`src/design/dbgerr_pkg.sv`:
```
/*
  Shared constants and types for the debug line error and breakpoint block.
  Assumes a single 100 MHz system clock domain.
*/
package dbgerr_pkg;

  localparam int SYS_CLK_MHZ       = 100;
  localparam int BREAK_BITS        = 10;
  localparam int SEND_BREAK_CYCLES = 4096;
  localparam int SEND_W            = $clog2(SEND_BREAK_CYCLES);
  localparam int BIT_PERIOD_W      = 9;
  localparam int LOW_CNT_W         = 13;
  localparam int CHAR_LAST_BIT     = 9;
  localparam int FIFO_DEPTH        = 16;
  localparam int BYTE_W            = 8;
  localparam int CNT_W             = 16;

  localparam logic [CNT_W-1:0] CNT_MAX   = 16'hFFFF;
  localparam logic [CNT_W-1:0] CNT_ZERO  = 16'h0000;
  localparam logic [CNT_W-1:0] CNT_RESET = 16'h0000;
  localparam logic [7:0]       CTL_RESET = 8'h00;
  localparam logic [7:0]       BRK_OPCODE = 8'h00;

  localparam int STAT_DBG_MODE = 7;
  localparam int STAT_IDLE     = 5;
  localparam int STAT_HOLD     = 4;
  localparam int STAT_LOCK     = 0;

  typedef enum logic [1:0] {
    CM_OFF    = 2'h0,
    CM_CYCLES = 2'h1,
    CM_DOWN   = 2'h2,
    CM_MATCH  = 2'h3
  } dbgerr_cnt_mode_type;

  typedef struct packed {
    logic                debug_mode_bit;
    logic                bp_enable;
    logic                break_loop_bit;
    logic [2:0]          spare;
    dbgerr_cnt_mode_type cnt_mode;
  } dbgerr_ctl_type;

  typedef enum logic [2:0] {
    LK_RUN  = 3'b001,
    LK_SEND = 3'b010,
    LK_HOLD = 3'b100
  } dbgerr_link_state_type;

  typedef enum logic [2:0] {
    SR_IDLE = 3'b001,
    SR_RX   = 3'b010,
    SR_TX   = 3'b100
  } dbgerr_ser_state_type;

  typedef struct packed {
    logic        frame_err;
    logic        collision;
    logic [7:0]  data;
    logic        strobe;
  } dbgerr_rx_type;

endpackage

```
`src/design/dbgerr_debug_unit.sv`:
```
/*
  Debug line error handling, break generation, breakpoint control and the
  multipurpose debug counter of the on-chip debug unit.
  Assumes an external baud detector, command parser and core handshake, all
  on sys_clk; the debug line has an external pull-up.

*/
`timescale 1ns/1ps
`default_nettype none
module dbgerr_debug_unit
  import dbgerr_pkg::*;
#(
  parameter int TX_DEPTH = FIFO_DEPTH
) (
  input  wire logic                    sys_clk,
  input  wire logic                    resetn,
  input  wire logic                    debug_line_in,
  output logic                         debug_line_out,
  output logic                         debug_line_oe_n,
  input  wire logic                    baud_locked,
  input  wire logic [BIT_PERIOD_W-1:0] bit_period,
  output logic                         baud_reset,
  input  wire logic                    clk_switch,
  output logic                         cmd_abort,
  output logic                         cmd_full_enable,
  output logic [7:0]                   rx_byte,
  output logic                         rx_strobe,
  input  wire logic [7:0]              tx_data,
  input  wire logic                    tx_valid,
  output logic                         tx_ready,
  input  wire logic                    ctl_wr,
  input  wire logic [7:0]              ctl_wdata,
  output logic [7:0]                   ctl_rdata,
  output logic [7:0]                   status_rdata,
  input  wire logic                    cnt_wr,
  input  wire logic [CNT_W-1:0]        cnt_wdata,
  input  wire logic                    cnt_byte_dec,
  output logic [CNT_W-1:0]             cnt_rdata,
  input  wire logic                    brk_decoded,
  input  wire logic                    pc_fetch,
  input  wire logic [CNT_W-1:0]        pc,
  output logic                         core_stop,
  output logic                         core_loop
);
  dbgerr_link_state_type link;
  dbgerr_link_state_type next_link;
  logic [SEND_W-1:0]     send_tmr;
  logic [SEND_W-1:0]     next_send_tmr;
  logic [LOW_CNT_W-1:0]  low_cnt;
  logic [LOW_CNT_W-1:0]  next_low_cnt;
  logic [LOW_CNT_W-1:0]  brk_thresh;
  logic                  rx_break;
  logic                  link_err;
  logic                  held;
  logic                  next_abort;
  logic                  next_baud_reset;
  logic                  next_oe_n;

  dbgerr_ctl_type        ctl;
  dbgerr_ctl_type        next_ctl;
  logic                  dbg_prev;
  logic                  looping;
  logic                  next_looping;
  logic [CNT_W-1:0]      cnt;
  logic [CNT_W-1:0]      next_cnt;
  logic                  exiting;
  logic                  running;
  logic                  hit;
  logic [7:0]            next_status;

  logic                  ser_drive_low;
  logic                  fifo_valid;
  logic [7:0]            fifo_data;
  logic                  fifo_take;
  dbgerr_rx_type         ser_rx;

  function automatic logic counting_mode(input dbgerr_cnt_mode_type m);
    counting_mode = (m == CM_CYCLES) || (m == CM_DOWN);
  endfunction

  assign held = (link != LK_RUN);

  // tx bytes queue here so the parser can run ahead of the line
  dbgerr_fifo #(
    .WIDTH (BYTE_W),
    .DEPTH (TX_DEPTH)
  ) i_dbgerr_fifo (
    .sys_clk   (sys_clk),
    .resetn    (resetn),
    .flush     (held),
    .in_valid  (tx_valid),
    .in_data   (tx_data),
    .in_ready  (tx_ready),
    .out_valid (fifo_valid),
    .out_data  (fifo_data),
    .out_ready (fifo_take)
  );

  dbgerr_serial i_dbgerr_serial (
    .sys_clk    (sys_clk),
    .resetn     (resetn),
    .abort      (held),
    .baud_ok    (baud_locked),
    .bit_period (bit_period),
    .line_in    (debug_line_in),
    .tx_valid   (fifo_valid),
    .tx_data    (fifo_data),
    .tx_take    (fifo_take),
    .drive_low  (ser_drive_low),
    .rx         (ser_rx)
  );

  assign rx_byte   = ser_rx.data;
  assign rx_strobe = ser_rx.strobe;

  // link error and break sequencing
  always_comb begin
    next_link       = link;
    next_send_tmr   = send_tmr;
    next_abort      = 1'b0;
    brk_thresh      = LOW_CNT_W'(bit_period) * LOW_CNT_W'(BREAK_BITS);
    // own break is not counted, a host break extending it is
    if (!debug_line_in && link != LK_SEND && low_cnt != '1) begin
      next_low_cnt = low_cnt + 1'b1;
    end else if (!debug_line_in && link != LK_SEND) begin
      next_low_cnt = low_cnt;
    end else begin
      next_low_cnt = '0;
    end
    rx_break = baud_locked && bit_period != '0 && low_cnt >= brk_thresh;
    link_err = rx_break | ser_rx.frame_err | ser_rx.collision;
    case (link)
      LK_RUN: begin
        if (link_err || (clk_switch && baud_locked)) begin
          next_link     = LK_SEND;
          next_send_tmr = '0;
          next_abort    = 1'b1;
        end
      end
      LK_SEND: begin
        next_send_tmr = send_tmr + 1'b1;
        if (send_tmr == SEND_W'(SEND_BREAK_CYCLES - 1)) begin
          next_link = LK_HOLD;
        end
      end
      LK_HOLD: begin
        if (debug_line_in) begin
          next_link = LK_RUN;
        end
      end
      default: next_link = LK_RUN;
    endcase
    next_baud_reset = (next_link != LK_RUN);
    next_oe_n       = ~((next_link == LK_SEND) | ser_drive_low);
  end

  always_ff @(posedge sys_clk) begin
    if (!resetn) begin
      link            <= LK_RUN;
      send_tmr        <= '0;
      low_cnt         <= '0;
      cmd_abort       <= 1'b0;
      baud_reset      <= 1'b1;
      debug_line_oe_n <= 1'b1;
      debug_line_out  <= 1'b0;
    end else begin
      link            <= next_link;
      send_tmr        <= next_send_tmr;
      low_cnt         <= next_low_cnt;
      cmd_abort       <= next_abort;
      baud_reset      <= next_baud_reset;
      debug_line_oe_n <= next_oe_n;
      debug_line_out  <= 1'b0;
    end
  end

  // breakpoints, debug mode and counter
  always_comb begin
    next_ctl     = ctl;
    next_looping = looping;
    next_cnt     = cnt;
    exiting      = dbg_prev & ~ctl.debug_mode_bit;
    running      = ~ctl.debug_mode_bit;
    hit          = 1'b0;
    if (ctl_wr) begin
      next_ctl = dbgerr_ctl_type'(ctl_wdata);
    end
    if (brk_decoded && running && ctl.bp_enable) begin
      if (ctl.break_loop_bit) begin
        next_looping = 1'b1;
      end else begin
        hit = 1'b1;
      end
    end
    if (running && ctl.cnt_mode == CM_DOWN && !exiting && cnt == CNT_ZERO) begin
      hit = 1'b1;
    end
    if (running && ctl.cnt_mode == CM_MATCH && pc_fetch && pc == cnt) begin
      hit = 1'b1;
    end
    if (hit) begin
      // hardware entry beats a same-cycle software clear
      next_ctl.debug_mode_bit = 1'b1;
      next_looping            = 1'b0;
    end
    if (cnt_wr && ctl.debug_mode_bit) begin
      next_cnt = cnt_wdata;
    end else if (cnt_byte_dec && ctl.debug_mode_bit && cnt != CNT_ZERO) begin
      next_cnt = cnt - 1'b1;
    end else if (exiting && ctl.cnt_mode == CM_CYCLES) begin
      next_cnt = CNT_MAX;
    end else if (running && !exiting && counting_mode(ctl.cnt_mode) &&
                 cnt != CNT_ZERO) begin
      next_cnt = cnt - 1'b1;
    end
    next_status                = '0;
    next_status[STAT_DBG_MODE] = next_ctl.debug_mode_bit;
    next_status[STAT_IDLE]     = next_looping;
    next_status[STAT_HOLD]     = next_link != LK_RUN;
    next_status[STAT_LOCK]     = baud_locked;
  end

  always_ff @(posedge sys_clk) begin
    if (!resetn) begin
      ctl             <= dbgerr_ctl_type'(CTL_RESET);
      dbg_prev        <= 1'b0;
      looping         <= 1'b0;
      cnt             <= CNT_RESET;
      ctl_rdata       <= CTL_RESET;
      status_rdata    <= 8'h00;
      cnt_rdata       <= ~CNT_RESET;
      cmd_full_enable <= 1'b0;
      core_stop       <= 1'b0;
      core_loop       <= 1'b0;
    end else begin
      ctl             <= next_ctl;
      dbg_prev        <= ctl.debug_mode_bit;
      looping         <= next_looping;
      cnt             <= next_cnt;
      ctl_rdata       <= next_ctl;
      status_rdata    <= next_status;
      cnt_rdata       <= ~next_cnt;
      cmd_full_enable <= next_ctl.debug_mode_bit;
      core_stop       <= next_ctl.debug_mode_bit;
      core_loop       <= next_ctl.bp_enable & next_ctl.break_loop_bit;
    end
  end
endmodule
`default_nettype wire

```
`src/design/dbgerr_fifo.sv`:
```
/*
  Flop based FIFO with valid/ready on both sides and a synchronous flush.
  Assumes one clock; full and empty are registered flags.
*/
`timescale 1ns/1ps
`default_nettype none
module dbgerr_fifo
  import dbgerr_pkg::*;
#(
  parameter int WIDTH = BYTE_W,
  parameter int DEPTH = FIFO_DEPTH
) (
  input  wire logic             sys_clk,
  input  wire logic             resetn,
  input  wire logic             flush,
  input  wire logic             in_valid,
  input  wire logic [WIDTH-1:0] in_data,
  output logic                  in_ready,
  output logic                  out_valid,
  output logic      [WIDTH-1:0] out_data,
  input  wire logic             out_ready
);
  localparam int AW = $clog2(DEPTH);

  logic [WIDTH-1:0] mem [DEPTH];
  logic [AW-1:0]    rd_ptr;
  logic [AW-1:0]    wr_ptr;
  logic [AW:0]      count;
  logic [AW-1:0]    next_rd_ptr;
  logic [AW-1:0]    next_wr_ptr;
  logic [AW:0]      next_count;
  logic             full;
  logic             empty;
  logic             push;
  logic             pop;

  assign full      = ~in_ready;
  assign out_valid = ~empty;
  assign out_data  = mem[rd_ptr];

  always_comb begin
    push        = in_valid & ~full & ~flush;
    pop         = out_ready & ~empty & ~flush;
    next_wr_ptr = push ? wr_ptr + 1'b1 : wr_ptr;
    next_rd_ptr = pop ? rd_ptr + 1'b1 : rd_ptr;
    next_count  = count + (AW+1)'(push) - (AW+1)'(pop);
    if (flush) begin
      next_wr_ptr = '0;
      next_rd_ptr = '0;
      next_count  = '0;
    end
  end

  always_ff @(posedge sys_clk) begin
    if (push) begin
      mem[wr_ptr] <= in_data;
    end
    if (!resetn) begin
      rd_ptr <= '0;
      wr_ptr <= '0;
      count  <= '0;
      in_ready <= 1'b1;
      empty  <= 1'b1;
    end else begin
      rd_ptr <= next_rd_ptr;
      wr_ptr <= next_wr_ptr;
      count  <= next_count;
      // ready kept as its own flop so the port comes straight from a register
      in_ready <= (next_count != (AW+1)'(DEPTH));
      empty  <= (next_count == '0);
    end
  end
endmodule
`default_nettype wire

```
`src/design/dbgerr_serial.sv`:
```
/*
  Half duplex 8N1 character engine for the debug line: receive with framing
  check, transmit with collision check. Assumes a bit period from the baud
  detector and a line already synchronous to sys_clk.
*/
`timescale 1ns/1ps
`default_nettype none
module dbgerr_serial
  import dbgerr_pkg::*;
(
  input  wire logic                    sys_clk,
  input  wire logic                    resetn,
  input  wire logic                    abort,
  input  wire logic                    baud_ok,
  input  wire logic [BIT_PERIOD_W-1:0] bit_period,
  input  wire logic                    line_in,
  input  wire logic                    tx_valid,
  input  wire logic [7:0]              tx_data,
  output logic                         tx_take,
  output logic                         drive_low,
  output dbgerr_rx_type                rx
);
  dbgerr_ser_state_type    state;
  dbgerr_ser_state_type    next_state;
  logic [BIT_PERIOD_W-1:0] tmr;
  logic [BIT_PERIOD_W-1:0] next_tmr;
  logic [3:0]              idx;
  logic [3:0]              next_idx;
  logic [9:0]              shreg;
  logic [9:0]              next_shreg;
  logic                    next_drive_low;
  dbgerr_rx_type           next_rx;
  logic                    mid;
  logic                    last;

  always_comb begin
    next_state     = state;
    next_tmr       = tmr + 1'b1;
    next_idx       = idx;
    next_shreg     = shreg;
    next_rx        = '0;
    next_rx.data   = rx.data;
    tx_take        = 1'b0;
    mid            = (tmr == (bit_period >> 1));
    last           = (tmr == bit_period - 1'b1);
    if (last) begin
      next_tmr = '0;
      next_idx = idx + 1'b1;
    end
    case (state)
      SR_IDLE: begin
        next_tmr = '0;
        next_idx = '0;
        if (baud_ok && !line_in) begin
          next_state = SR_RX;
        end else if (baud_ok && tx_valid) begin
          tx_take    = 1'b1;
          next_shreg = {1'b1, tx_data, 1'b0};
          next_state = SR_TX;
        end
      end
      SR_RX: begin
        if (mid) begin
          if (idx == 4'd0 && line_in) begin
            next_state = SR_IDLE;
          end else if (idx == 4'(CHAR_LAST_BIT)) begin
            next_rx.frame_err = ~line_in;
            next_rx.strobe    = line_in;
            // nine right shifts, start bit first, leave the first data bit at position 2
            next_rx.data      = shreg[9:2];
            next_state        = SR_IDLE;
          end else begin
            next_shreg = {line_in, shreg[9:1]};
          end
        end
      end
      SR_TX: begin
        // released one bit but the line reads low: the host is driving
        if (mid && shreg[0] && !line_in) begin
          next_rx.collision = 1'b1;
          next_state        = SR_IDLE;
        end else if (last) begin
          next_shreg = {1'b1, shreg[9:1]};
          if (idx == 4'(CHAR_LAST_BIT)) begin
            next_state = SR_IDLE;
          end
        end
      end
      default: next_state = SR_IDLE;
    endcase
    if (abort) begin
      next_state = SR_IDLE;
      tx_take    = 1'b0;
      next_rx    = '0;
    end
    next_drive_low = (next_state == SR_TX) & ~next_shreg[0];
  end

  always_ff @(posedge sys_clk) begin
    if (!resetn) begin
      state     <= SR_IDLE;
      tmr       <= '0;
      idx       <= '0;
      shreg     <= '1;
      drive_low <= 1'b0;
      rx        <= '0;
    end else begin
      state     <= next_state;
      tmr       <= next_tmr;
      idx       <= next_idx;
      shreg     <= next_shreg;
      drive_low <= next_drive_low;
      rx        <= next_rx;
    end
  end
endmodule
`default_nettype wire

```
`config.mk`:
```
export PLATFORM = sky130hd
export DESIGN_NAME = dbgerr_debug_unit
export DESIGN_NICKNAME = d
export VERILOG_FILES = /design/src/design/dbgerr_pkg.sv /design/src/design/dbgerr_debug_unit.sv /design/src/design/dbgerr_fifo.sv /design/src/design/dbgerr_serial.sv
export SDC_FILE = /design/constraint.sdc
export NUM_CORES = 1
export LEC_CHECK = 0
export BUFFER_PORTS_ARGS = -buffer_cell sky130_fd_sc_hd__buf_2
export CAP_MARGIN = 20
export CORE_MARGIN = 3
export CORE_UTILIZATION = 52
export CTS_CLUSTER_SIZE = 40
export DETAILED_ROUTE_END_ITERATION = 10
export PLACE_DENSITY = 0.76
export SLEW_MARGIN = 20
export SYNTH_ARGS = -nofsm -noshare
export SYNTH_HDL_FRONTEND = slang
export SYNTH_SLANG_ARGS = --single-unit
```
`constraint.sdc`:
```
create_clock -name sys_clk -period 8.52 [get_ports sys_clk]
set_input_delay 0.426 -clock sys_clk [delete_from_list [all_inputs] [get_ports sys_clk]]
set_output_delay 0.426 -clock sys_clk [all_outputs]
set_load 0.02 [all_outputs]
```
* Yosys cells after proc, flatten, opt, wreduce, memory -nomap -nowiden
Memories as Yosys holds them, arrays and structs flattened. A register that Yosys moved wholly into a read port is not among the register bits.
Cells that the tools add are included.
** Operators by class
- Equal/unequal tests :: 30
- Multipliers :: 1
- Reductions and logical operators :: 45
- Divide/modulo/power cells :: 0
- Order comparisons :: 1
- Bitwise logic cells :: 23
- Add/subtract/negate cells :: 10
- Shift operators :: 0
- Mux-type cells :: 50
** Operator list (number)
- two-way mux 10 bit :: 7
- two-way mux 16 bit :: 4
- two-way mux 3 bit :: 11
- case mux 10 bit (3 select lines) :: 1
- two-way mux 13 bit :: 2
- logical AND 1 bit :: 25
- case mux 12 bit (2 select lines) :: 1
- case mux 3 bit (3 select lines) :: 2
- equality test 16 bit :: 1
- zero test 16 bit :: 1
- two-way mux 1 bit :: 16
- two-way mux 8 bit :: 2
- inverter 16 bit :: 1
- nonzero test 16 bit :: 1
- subtractor 16 x 1 -> 16 bit, second input constant :: 1
- adder 13 x 1 -> 13 bit, second input constant :: 1
- greater-or-equal comparator 13 bit :: 1
- != test 13 bit, second input constant :: 1
- adder 12 x 1 -> 12 bit, second input constant :: 1
- adder 4 x 1 -> 4 bit, second input constant :: 3
- equality test 12 bit, second input constant :: 1
- multiplier 9 x 3 -> 12 bit, second input constant :: 1
- two-way mux 12 bit :: 1
- != test 2 bit, second input constant :: 6
- other kinds (34) :: 68
** Word-level totals
- Bits in registers :: 144
- RAM bits :: 128
- Latch bits :: 0
- Memory bits (read-only) :: 0
- Memories :: 1
- Output and inout port bits :: 49
** Memories
- i_dbgerr_fifo.mem :: depth 16, bits a word 8, rd ports 1, clocked after memory_dff 1, wr ports 1, RTL line dbgerr_fifo.sv:25 : logic [WIDTH-1:0] mem [DEPTH];

* Depth between registers and ports, before layout
Gate-level depths: netlist of run 1.
- Depth in word-level cells :: 11
- Depth in mapped cells :: 18

* Hierarchy
Synthesis of run 1 repeated with hierarchy kept, for this count alone.
** Unflattened totals
- Cells, all modules :: 1032
- Area, all modules :: 12291.8 um^2
** Modules (own cells, without submodules)
- dbgerr_fifo :: cells an instance 317, instances 1, sequential area each 4224.1 um^2, area each 5809.3 um^2
- dbgerr_debug_unit :: cells an instance 472, instances 1, sequential area each 1521.5 um^2, area each 4375.4 um^2
- dbgerr_serial :: cells an instance 243, instances 1, sequential area each 760.7 um^2, area each 2107.0 um^2

* Worst setup path after synthesis of run 1
OpenSTA, ideal clock, no wires.
- Path type :: input-to-reg
- Start point :: input bit_period[1]
- End point :: register baud_reset
- Library setup time :: 0.134 ns
- Data arrival time :: 3.558 ns
- Path buffers :: 0
- Path slack :: 4.828 ns
- Stages on the path :: 17
- Cells stage by stage :: ha_1 > ha_1 > inv_1 > fa_1 > nor2b_1 > o21ai_0 > a21oi_1 > o21ai_0 > a21boi_0 > o21ai_0 > ha_1 > o21ai_0 > a41oi_1 > o21a_1 > a2111oi_2 > a21oi_1 > or4_1
** On the way
- Word-level cells in the longest chain between the ends :: 9
- Elaborated cells on any way between the ends :: 11
- Classes of those cells :: mul (1); order compare (1); eq/ne (1); mux (2); bitwise (2); reduce/logical (4)
** Ends and longest elaborated chain
- from (decl) :: RTL line dbgerr_debug_unit.sv:21 : input wire logic [BIT_PERIOD_W-1:0] bit_period,
- multiplier 9 x 3 -> 12 bit / nonzero test 9 bit (equally long branches) :: RTL line dbgerr_debug_unit.sv:121, dbgerr_debug_unit.sv:130
- greater-or-equal comparator 13 bit / logical AND 1 bit (equally long branches) :: RTL line dbgerr_debug_unit.sv:130 : rx_break = baud_locked && bit_period != '0 && low_cnt >= brk_thresh;
- logical AND 1 bit (*) :: RTL line dbgerr_debug_unit.sv:130
- OR 1 bit (*) (2 in series) :: RTL line dbgerr_debug_unit.sv:131 : link_err = rx_break | ser_rx.frame_err | ser_rx.collision;
- logical OR 1 bit (*) :: RTL line dbgerr_debug_unit.sv:134 : if (link_err || (clk_switch && baud_locked)) begin
- two-way mux 3 bit (*) :: RTL line dbgerr_debug_unit.sv:134
- case mux 3 bit (3 select lines) (*) :: RTL line dbgerr_debug_unit.sv:132 : case (link)
- != test 3 x 1 -> 1 bit (*) :: RTL line dbgerr_debug_unit.sv:153 : next_baud_reset = (next_link != LK_RUN);
- to (signal assigned) :: RTL line dbgerr_debug_unit.sv:171 : baud_reset <= next_baud_reset;
- to (decl) :: RTL line dbgerr_debug_unit.sv:22 : output logic baud_reset,
Mark *: on every way between the ends. The rest lies on a longest branch, timed or not.
A chain may end at the register's enable or synchronous reset.

* Final worst setup path of run 1
- Start point :: input bit_period[3]
- End point :: register baud_reset
Same word-level chain as after synthesis.

==> metrics.cfg, run 1 <==
[sta]
min_period_over_period_pct = 44.6
min_period_ps = 3800
slew_headroom_pct = 33.7
drv_slew = 0
hold_viol_final = 0
fmax_mhz = 263
setup_ws_ps = 4720
timing.setup.tns_ps = 0
worst_pin_slew_ps = 993
rsz0062_at_grt = false
skew_ps = 12.5
setup_violations = 0

[route]
first_iter_violations = 384
wl_met1_mm = 11.0
wl_met2_mm = 11.6
vias = 7909
route.met3.wl_mm = 1.05
ant_nets = 0
drc_errors = 0
top_layer = met4
totalWireLength_mm = 24.2
via_per_inst = 5.70
drt-pass1-iter-count = 5
wire_per_inst_um = 17.4

[global_route]
grt_usage_pct = 18.9
grt_pass1_vias = 7604
antenna_found_initial = 0
grt_max_degree = 58
grt-ovfl-total = 0
grt_pass1_wl_mm = 38.2

[clocking]
cts.htree.levels = 1
numCtsBuffers = 27
cts_sinks = 261
clkTransAtPathRegs_ps = 60
clk_path_buf_depth = 3
clk_latency_ps = 530
root_buffer = clkbuf_16
cts_setup_buffers = 0
cts_tree = built
holdBufCountCts = 0
cts.repair.resized = 0

[floorplan]
die-width_um = 158
initial_core_util_pct = 52.9
die_h_um = 158
coreArea_um2 = 22700
die_area_um2 = 25000
pin_count = 117
rows = 55

[status]
status = finished, final reports clean

[layout]
final_common_cell = dfxtp_1
antenna_cells = 0
multi_input_area_um2 = 5100
fin_area_um2 = 13600
layout_common_cells = dfxtp_1 (131), edfxtp_1 (128), buf_2 (111)
fin_nets = 1203
drive_gt1_share_pct = 20.9
fillers = 1815
final_util_pct = 59.7
area_growth_pct = 12.8
seq_area_um2 = 6510

[setup_path]
r2r_cells = 9
slowest_stage = or4_1
crit_buf_inv = 2
cp_data_arrival_time_ps = 4200
crit_family = compound AO/OA/AOI/OAI gates
critPathMaxFanout = 15
critical-path-max-stage-delay_ps = 500
path_class = in -> reg
r2r_end = i_dbgerr_fifo.in_ready
r2r-start = i_dbgerr_serial.state[1]
required_ps = 8920
startpoint_type = input pin
crit_chain = buf_2 > ha_1 > ha_1 > inv_1 > fa_1 > nor2b_1 > o21ai_0 > a21oi_1 > o21ai_0 > a21boi_0 > o21ai_0 > ha_1 > o21ai_0 > a41oi_1 > o21a_1 > a2111oi_2 > a21oi_2 > or4_1
path_common_cell = o21ai_0
r2r_slack_ps = 4930
endpoint_kind = flip-flop

[synthesis]
synth_area_um2 = 12000
ys_types = 84
ys.flop_type = dfxtp_1
syn_avg_cell_area_um2 = 12.2
yosys_register_bits = 261
synth-edff-count = 128
synth_cells = 987
yosysSeqAreaShare_pct = 54.1
yosysWarnings = 0
async_flop_share_pct = 0

[power_and_ir_drop]
p_leak_uw = 0.00495
finalPower_uw = 3080
p_per_area_nw_per_um2 = 227
vdd_drop_max_mv = 0.187

[min_path]
min_path_type = in -> reg
holdCritStartpoint = ctl_wdata[4]
holdPathStages = 3
whs_endpoint = ctl_rdata[4]

[place]
portBuffers = 111
placed_area_um2 = 12700
dp_slack_ps = 4020
gp_congestion = 0.841
hpwlAfterDp_mm = 16.6

[flow_run]
drv_cap = 0

report_power, final:
| group | total [µW] | internal (µW) | switching (µW) |
|---|---|---|---|
| combinational | 501 | 222 | 279 |
| clock | 1130 | 665 | 466 |
| sequential | 1450 | 1390 | 54.7 |
| total | 3080 | 2280 | 800 |
stage by stage:
step / cells / hold WS, ps
6_report: 1388 / 129
5_1_grt: 1388 / 127
4_1_cts: 1388 / 115
3_5_place_dp: 1340 / 417
3_3_place_gp: 1340 / 402
2_1_floorplan: 991 / 395
cell families (layout without fill, tap and decap cells):
| logic type | count (synthesis) | in the layout | share of synthesized area, % |
|---|---|---|---|
| simple gates | 290 | 290 | 12.9 |
| flops | 261 | 261 | 54.1 |
| compound gates | 146 | 146 | 8.81 |
| buf+inv | 88 | 200 | 3.61 |
| xor+xnor | 82 | 82 | 6.15 |
| mux | 68 | 68 | 8.99 |
| fa+ha+maj | 51 | 51 | 5.43 |
| other cells | 1 | 5 | 0.0312 |
routing by layer:
layer	GRT usage [%]	up-vias
li1	-	3840
met2	31.5	184
met1	25.9	3838
met4	5.37	0
met3	2.82	47
met5	0	-
tightest hold or removal path: stages:
cell and delay (ps):
buf_2 80, mux2i_1 50, nor2_1 70
Yosys cell counts, drive strengths merged, types with 9 or more instances:
library cell,number,area (µm²)
a21oi,25,125
a221o,9,90.1
and2,10,63.8
buf,31,210
clkbuf,22,92.6
dfxtp,133,2660
edfxtp,128,3840
ha,49,613
inv,35,131
mux2i,36,360
mux4,32,721
nand2,39,146
nand2b,22,138
nand3,24,133
nand4,16,100
nor2,95,357
nor3,22,126
o21ai,28,144
o221a,9,101
o22ai,14,87.6
or3,12,76.3
xnor2,34,298
xor2,47,419
worst max-delay path by stage:
stage                  startpoint          end  slack (ps)  cells after the start
floorplan           bit_period[1]   baud_reset        4830                     17
global placement    bit_period[3]  send_tmr[4]        4140                     18
detailed placement  bit_period[3]  send_tmr[5]        4020                     18
CTS                 bit_period[3]  send_tmr[8]        4570                     18
global route        bit_period[3]   baud_reset        4420                     18
finish              bit_period[3]   baud_reset        4720                     18
sequential cells by signal, indices dropped and copies added, names as in the netlist, 3 cells and up, named ones only:
| name | flops |
|---|---|
| i_dbgerr_serial.state | 3 |
| i_dbgerr_serial.idx | 4 |
| cnt_rdata | 16 |
| send_tmr | 12 |
| low_cnt | 13 |
| ctl_rdata | 4 |
| i_dbgerr_fifo.rd_ptr | 4 |
| i_dbgerr_serial.rx | 11 |
| status_rdata | 4 |
| link | 3 |
| cnt | 16 |
| i_dbgerr_serial.tmr | 9 |
| i_dbgerr_serial.shreg | 10 |
| ctl | 3 |
| i_dbgerr_fifo.mem | 128 |
| i_dbgerr_fifo.wr_ptr | 4 |
| i_dbgerr_fifo.count | 5 |
cell type report:
class / instances / share of cell area [%]
timing repair buffer: 117 / 4.43
clock inverter: 7 / 0.489
inverter: 35 / 0.969
tap: 285 / 2.63
multi-input combinational: 642 / 37.7
clock buffer: 41 / 5.81
sequential: 261 / 48.0
No activity file was read; power rests on OpenSTA's default activity.
==> run 2, diff against run 1 <==
--- a/config.mk
+++ b/config.mk
@@ -11,7 +11,7 @@
 export CORE_UTILIZATION = 52
 export CTS_CLUSTER_SIZE = 40
 export DETAILED_ROUTE_END_ITERATION = 10
-export PLACE_DENSITY = 0.76
+export PLACE_DENSITY = 0.79
 export SLEW_MARGIN = 20
 export SYNTH_ARGS = -nofsm -noshare
 export SYNTH_HDL_FRONTEND = slang
==> constraint.sdc (replaced) <==
create_clock -name sys_clk -period 3.05 [get_ports sys_clk]
set_input_delay 0.1525 -clock sys_clk [delete_from_list [all_inputs] [get_ports sys_clk]]
set_output_delay 0.1525 -clock sys_clk [all_outputs]
set_load 0.02 [all_outputs]
==> run 2 against run 1 <==
Against the previous run:
- via count grew 4.1%
- sequential share of layout area shrank 2.6 points
- critical endpoint unchanged
- count of clock-buffer cells in the layout shrank 2
- setup slack lost 4700 ps
- the run now ends with negative setup slack left
- largest cell class unchanged
- first-iteration DRC count grew 16%
- largest power group unchanged
- highest routed layer unchanged
- critical path depth is the same
- non-clock buffer count grew 68
==> metrics.cfg, run 2 (same netlist as run 1, synthesis figures left out) <==
[sta]
setup_ws_ps = -11.4  ; -4730 ps
setup_violations = 1  ; +1
timing.setup.tns_ps = -11.4  ; -11.4 ps
hold_viol_final = 0  ; unchanged
worst_pin_slew_ps = 859  ; -134 ps
min_period_ps = 3060
min_period_over_period_pct = 100
rsz0062_at_grt = true
drv_slew = 0  ; unchanged
slew_headroom_pct = 41.9  ; +8.2 points
fmax_mhz = 327
skew_ps = 11.4  ; -1.09 ps

[power_and_ir_drop]
p_int_uw = 6660  ; +190%
p_sw_uw = 2250  ; +180%
p_per_area_nw_per_um2 = 622  ; +170%
sw_frac_of_total_pct = 25.3  ; -0.72 points
vdd_drop_max_mv = 0.632  ; +240%
p_seq_share_pct = 45.5  ; -1.5 points
p_leak_uw = 0.00529  ; +6.9%
clock_power_share_pct = 37.0  ; +0.3 points
p_comb_share_pct = 17.5  ; +1.2 points

[min_path]
min_path_type = in -> reg
holdPathStages = 1  ; -2

[route]
wl_met2_mm = 12.7  ; +9.3%
wl_met1_mm = 11.1  ; +1.3%
top_layer = met4
route.met3.wl_mm = 1.11  ; +6.5%
first_iter_violations = 444  ; +16%
ant_nets = 0  ; unchanged
drc_errors = 0  ; unchanged
via_per_inst = 5.66  ; -0.65%
drt-pass1-iter-count = 4  ; -1
vias = 8231  ; +4.1%
wire_per_inst_um = 17.6  ; +0.71%
totalWireLength_mm = 25.5  ; +5.5%

[global_route]
grt_max_degree = 33  ; -43%
grt-ovfl-total = 0  ; unchanged
grt_pass1_wl_mm = 40.3  ; +5.7%
antenna_found_initial = 0  ; unchanged
grt_pass1_vias = 8028  ; +5.6%
grt_usage_pct = 20.0  ; +1.2 points

[clocking]
clkTransAtPathRegs_ps = 60  ; about the same
clk_latency_ps = 530  ; about the same
cts_sinks = 261  ; unchanged
numCtsBuffers = 27  ; unchanged
cts.htree.levels = 1  ; unchanged
cts_tree = built
clk_path_buf_depth = 3  ; unchanged
root_buffer = clkbuf_16

[layout]
final_util_pct = 63.1  ; +3.4 points
final_common_cell = dfxtp_1
fin_nets = 1271  ; +5.7%
reg_top3 = i_dbgerr_fifo.mem x128, cnt x16, cnt_rdata x16
drive_gt1_share_pct = 24.4  ; +3.5 points
antenna_cells = 0  ; unchanged
layout_common_cells = dfxtp_1 (131), edfxtp_1 (128), buf_2 (109)
area_growth_pct = 19.1
largest_reg_flops = 128  ; unchanged
regMostFlops = i_dbgerr_fifo.mem

[setup_path]
r2r_cells = 9  ; unchanged
cp_data_arrival_time_ps = 3460  ; -740 ps
startpoint_type = input pin
path_class = in -> reg
required_ps = 3440  ; -5480 ps
endpoint_kind = flip-flop
critPathMaxFanout = 4  ; -11

[status]
status = finished with violations
failed_checks = negative setup slack

[floorplan]
coreArea_um2 = 22700  ; unchanged
die_h_um = 158  ; unchanged
pin_count = 117  ; unchanged
rows = 55  ; unchanged
die-width_um = 158  ; unchanged
initial_core_util_pct = 52.9  ; unchanged
die_area_um2 = 25000  ; unchanged

[place]
portBuffers = 111  ; unchanged
gp_congestion = 0.855  ; +1.7%
hpwlAfterDp_mm = 17.1  ; +2.7%

[flow_run]
drv_cap = 0  ; unchanged

-- run 2: cell types whose count changed in the layout (fill, tap and decap cells not counted), moves of 3 or more --
cell,previous run,this run
buf_4,6,47
dlygate4sd3_1,0,26
ha_4,0,5
bufinv_16,1,4
clkbuf_8,6,3
o21ai_1,0,4
ha_1,49,44
o21ai_0,26,21
-- run 2: final timing paths --
check | startpoint | slack (ps) | to
worst min register to register | i_dbgerr_serial.drive_low | 420 | debug_line_oe_n
worst max register to register | i_dbgerr_serial.state[1] | 10 | i_dbgerr_fifo.in_ready
worst max-delay path | bit_period[3] | -10 | baud_reset
worst min-delay path | tx_data[3] | 30 | i_dbgerr_fifo.mem[2][3]
-- run 2: worst max-delay path: stages --
cell       delay [ps]
buf_8             110
ha_4              260
ha_4              130
inv_2              40
fa_2              350
nor2b_1           110
o21ai_1            90
a21oi_1           180
o21ai_1           110
a21boi_1          130
o21ai_1            80
ha_1              300
o21ai_2           160
a41oi_2            70
o21a_1            180
a2111oi_4         350
a21oi_4           120
or4_1             530
-- run 2: layout make-up --
class	instances	area (µm²)
well taps	285	357
clock buffers	39	751
flip-flops and latches	261	6510
multi-input cells	642	5230
clock inverters	7	135
inverters	35	131
repair buffers	185	1210
fillers	1699	8390
-- run 2: per-stage QoR --
stage	setup slack [ps]	hold WS [ps]	std cells	cell area (µm²)	total power [µW]
floorplan	-89.2	229	991	12100	5120
global placement	-592	395	1377	13000	5540
detailed placement	-678	402	1377	13000	5570
CTS	11.1	8.35	1451	14200	8890
global route	-173	23.2	1454	14300	9290
finish	-11.4	25.2	1454	14300	8910
-- run 2: routing by layer --
metal | up-vias | GRT usage, %
met3 | 51 | 3.31
met1 | 4017 | 26.4
met4 | 0 | 5.65
met2 | 195 | 34.6
li1 | 3968 | -
met5 | - | 0
-- run 2: repair_timing --
action                                  in CTS  in global routing
hold buffers                                26                  0
endpoints found under the hold margin       38                  0
pin swaps                                    1                 17
resized for setup                            1                 29
endpoints found under the setup margin      14                 18
setup buffers                                2                  3
-- run 2: power groups by stage --
stage	Clock, µW	Sequential (µW)	Combinational [µW]
finish	3300	4060	1560
global route	3490	4080	1720
global placement	0	4120	1410
floorplan	0	4150	970
CTS	3350	4060	1490
detailed placement	0	4130	1440
==> run 3, diff against run 2 <==
--- a/config.mk
+++ b/config.mk
@@ -5,6 +5,7 @@
 export SDC_FILE = /design/constraint.sdc
 export NUM_CORES = 1
 export LEC_CHECK = 0
+export ABC_AREA = 1
 export BUFFER_PORTS_ARGS = -buffer_cell sky130_fd_sc_hd__buf_2
 export CAP_MARGIN = 20
 export CORE_MARGIN = 3
==> run 3 against run 2 <==
Against the previous run:
- the run now ends clean
- design area up 2.9%
- maximum frequency increased by 7.8%
- sequential cell count stayed put
- clock skew rose by 6.0 ps
- clock power shrank 1%
- via count rose by 25%
- critical path type unchanged
- sequential share of layout area shrank 1.3 points
- die area up 3.5%
- wire length rose by 14%
==> metrics.cfg, run 3 <==
[min_path]
min_path_type = in -> reg

[global_route]
grt_max_degree = 65  ; +97%
grt_pass1_wl_mm = 47.8  ; +18%
antenna_found_initial = 0  ; unchanged
grt_pass1_vias = 10100  ; +26%
grt-ovfl-total = 0  ; unchanged
grt_usage_pct = 22.1  ; +2.1 points

[power_and_ir_drop]
p_leak_uw = 0.00613  ; +16%
p_per_area_nw_per_um2 = 633  ; +1.7%
finalPower_uw = 9320  ; +4.7%
vdd_drop_max_mv = 0.540  ; -15%

[clocking]
cts_sinks = 261  ; unchanged
cts.htree.levels = 1  ; unchanged
numCtsBuffers = 28  ; +3.7%
root_buffer = clkbuf_16
clk_latency_ps = 540  ; about the same
clkTransAtPathRegs_ps = 60  ; about the same
cts_tree = built
clk_path_buf_depth = 3  ; unchanged

[place]
dp_slack_ps = -412  ; +267 ps
dp.cells = 1861  ; +35%
hpwlAfterDp_mm = 19.4  ; +14%
portBuffers = 111  ; unchanged
gp_congestion = 0.916  ; +7.0%
placed_area_um2 = 13500  ; +3.8%

[route]
ant_nets = 0  ; unchanged
first_iter_violations = 787  ; +77%
via_per_inst = 5.31  ; -6.2%
drc_errors = 0  ; unchanged
vias = 10300  ; +25%
totalWireLength_mm = 29.0  ; +14%
wire_per_inst_um = 14.9  ; -15%
drt-pass1-iter-count = 5  ; +1

[layout]
regMostFlops = i_dbgerr_fifo.mem
antenna_cells = 0  ; unchanged
fin_cells = 1945  ; +34%
largest_reg_flops = 128  ; unchanged
fin_nets = 1723  ; +36%
area_growth_pct = 18.3
drive_gt1_share_pct = 14.5  ; -9.9 points
reg_top3 = i_dbgerr_fifo.mem x128, cnt x16, cnt_rdata x16
final_util_pct = 62.6  ; -0.46 points
fin_area_um2 = 14700  ; +2.9%
layout_common_cells = nor2_1 (229), nand2_1 (197), inv_1 (159)
final_common_cell = nor2_1

[setup_path]
required_ps = 3460  ; +20 ps
endpoint_kind = flip-flop
path_common_cell = nand2_1
cp_data_arrival_time_ps = 3250  ; -210 ps
crit_chain = buf_2 > ha_1 > ha_1 > a21oi_1 > nand2_1 > nand2_1 > nand2_1 > a21oi_1 > inv_1 > a21oi_1 > o21ai_0 > xor2_1 > ha_1 > nand2_1 > nor2_1 > nand3_1 > nand3_1 > nand2_1 > nand2_1 > nand2_1 > buf_4 > nand2_1 > a21oi_1
startpoint_type = input pin
path_class = in -> reg
critical-path-max-stage-delay_ps = 330  ; -200 ps
crit_family = simple AND/OR/NAND/NOR gates
critPathMaxFanout = 7  ; +3
slowest_stage = ha_1
crit_buf_inv = 3  ; +1

[sta]
min_period_over_period_pct = 93.1  ; -7.2 points
skew_ps = 17.4  ; +6.04 ps
fmax_mhz = 352  ; +7.8%
min_period_ps = 2840  ; -221 ps
slew_headroom_pct = 47.8  ; +5.8 points
setup_ws_ps = 209  ; +221 ps
worst_pin_slew_ps = 782  ; -76.4 ps
drv_slew = 0  ; unchanged
setup_violations = 0  ; -1
hold_viol_final = 0  ; unchanged

[synthesis]
synth_area_um2 = 12500  ; +3.7%
ys.flop_type = dfxtp_1
yosysTopAreaCell = edfxtp_1
synth-edff-count = 128  ; unchanged
ys_types = 51  ; -39%
async_flop_share_pct = 0  ; unchanged
synth_common_cells = nor2_1 (229), nand2_1 (197), inv_1 (159), o21ai_0 (139), dfxtp_1 (133)
synth.top_cell.area_share_pct = 30.8  ; -1.1 points
syn_avg_cell_area_um2 = 8.67  ; -29%
yosysWarnings = 0  ; unchanged
yosys_register_bits = 261  ; unchanged
synth.most_common_cell = nor2_1
synthTopCellsByArea = edfxtp_1 (31%), dfxtp_1 (21%), nor2_1 (6.9%), nand2_1 (5.9%), o21ai_0 (5.6%)
synth_cells = 1437  ; +46%
yosysSeqAreaShare_pct = 52.2  ; -1.9 points

[status]
status = finished, final reports clean

[floorplan]
die-width_um = 161  ; +1.7%
initial_core_util_pct = 52.9  ; about the same
die_area_um2 = 25900  ; +3.5%
rows = 56  ; +1.8%
die_h_um = 161  ; +1.7%
coreArea_um2 = 23500  ; +3.7%
pin_count = 117  ; unchanged

[flow_run]
drv_cap = 0  ; unchanged

run 3: cell types whose count changed after synthesis, moves of 32 or more:
cell     change
nand2_1    +158
nor2_1     +134
inv_1      +124
o21ai_0    +113
a21oi_1     +70
nand3_1     +50
mux2i_1     -35
mux4_2      -32
run 3: metal layers:
metal  GRT usage, %  vias up  wire length, µm
met2           37.9      342            13800
met5              0        -                0
met3           2.76       71             1790
met4           7.51        0              918
li1               -     5143                -
met1           29.3     4767            12500
run 3: logic make-up after synthesis:
group | after synthesis | share of synthesized area (%)
compound gates | 280 | 12.2
xor+xnor | 41 | 2.88
fa+ha+maj | 51 | 5.24
buf+inv | 225 | 7.40
flops | 261 | 52.2
mux | 1 | 0.0803
other cells | 1 | 0.0301
simple gates | 577 | 20.0
run 3: power breakdown:
part           total, µW  leakage [µW]  internal, µW  switching [µW]
registers           4130       0.00224          3940             189
logic               1930       0.00345           720            1210
clock network       3260      0.000442          1930            1330
total               9320       0.00613          6590            2730
run 3: path summary, 6_finish.rpt:
kind                                  start                      end  slack [ps]  cells past startpoint
setup / recovery              bit_period[3]              send_tmr[0]         210                     23
hold / removal                   tx_data[5]  i_dbgerr_fifo.mem[1][5]          30                      1
setup reg to reg   i_dbgerr_serial.state[0]   i_dbgerr_fifo.in_ready         300                     15
hold reg to reg   i_dbgerr_serial.drive_low          debug_line_oe_n         410                      1
run 3: layout make-up:
class / instances / area [µm²]
multi-input cells: 955 / 5060
repair buffers: 190 / 1240
well taps: 319 / 399
clock buffers: 38 / 768
fillers: 1926 / 8800
flip-flops and latches: 261 / 6510
inverters: 168 / 633
clock inverters: 14 / 130
run 3: per-stage QoR:
| stage | hold WS, ps | setup TNS [ps] |
|---|---|---|
| finish | 26.5 | 0 |
| global route | 15.6 | -3.86 |
| CTS | 0.489 | 0 |
| detailed placement | 389 | -5920 |
| global placement | 386 | -2520 |
| floorplan | 232 | 0 |
run 3: timing repair:
item,4_1_cts,5_1_grt
hold buffers,31,0
setup buffers,0,1
resized for setup,0,6
hold endpoints to repair,42,0
endpoints found under the setup margin,0,18
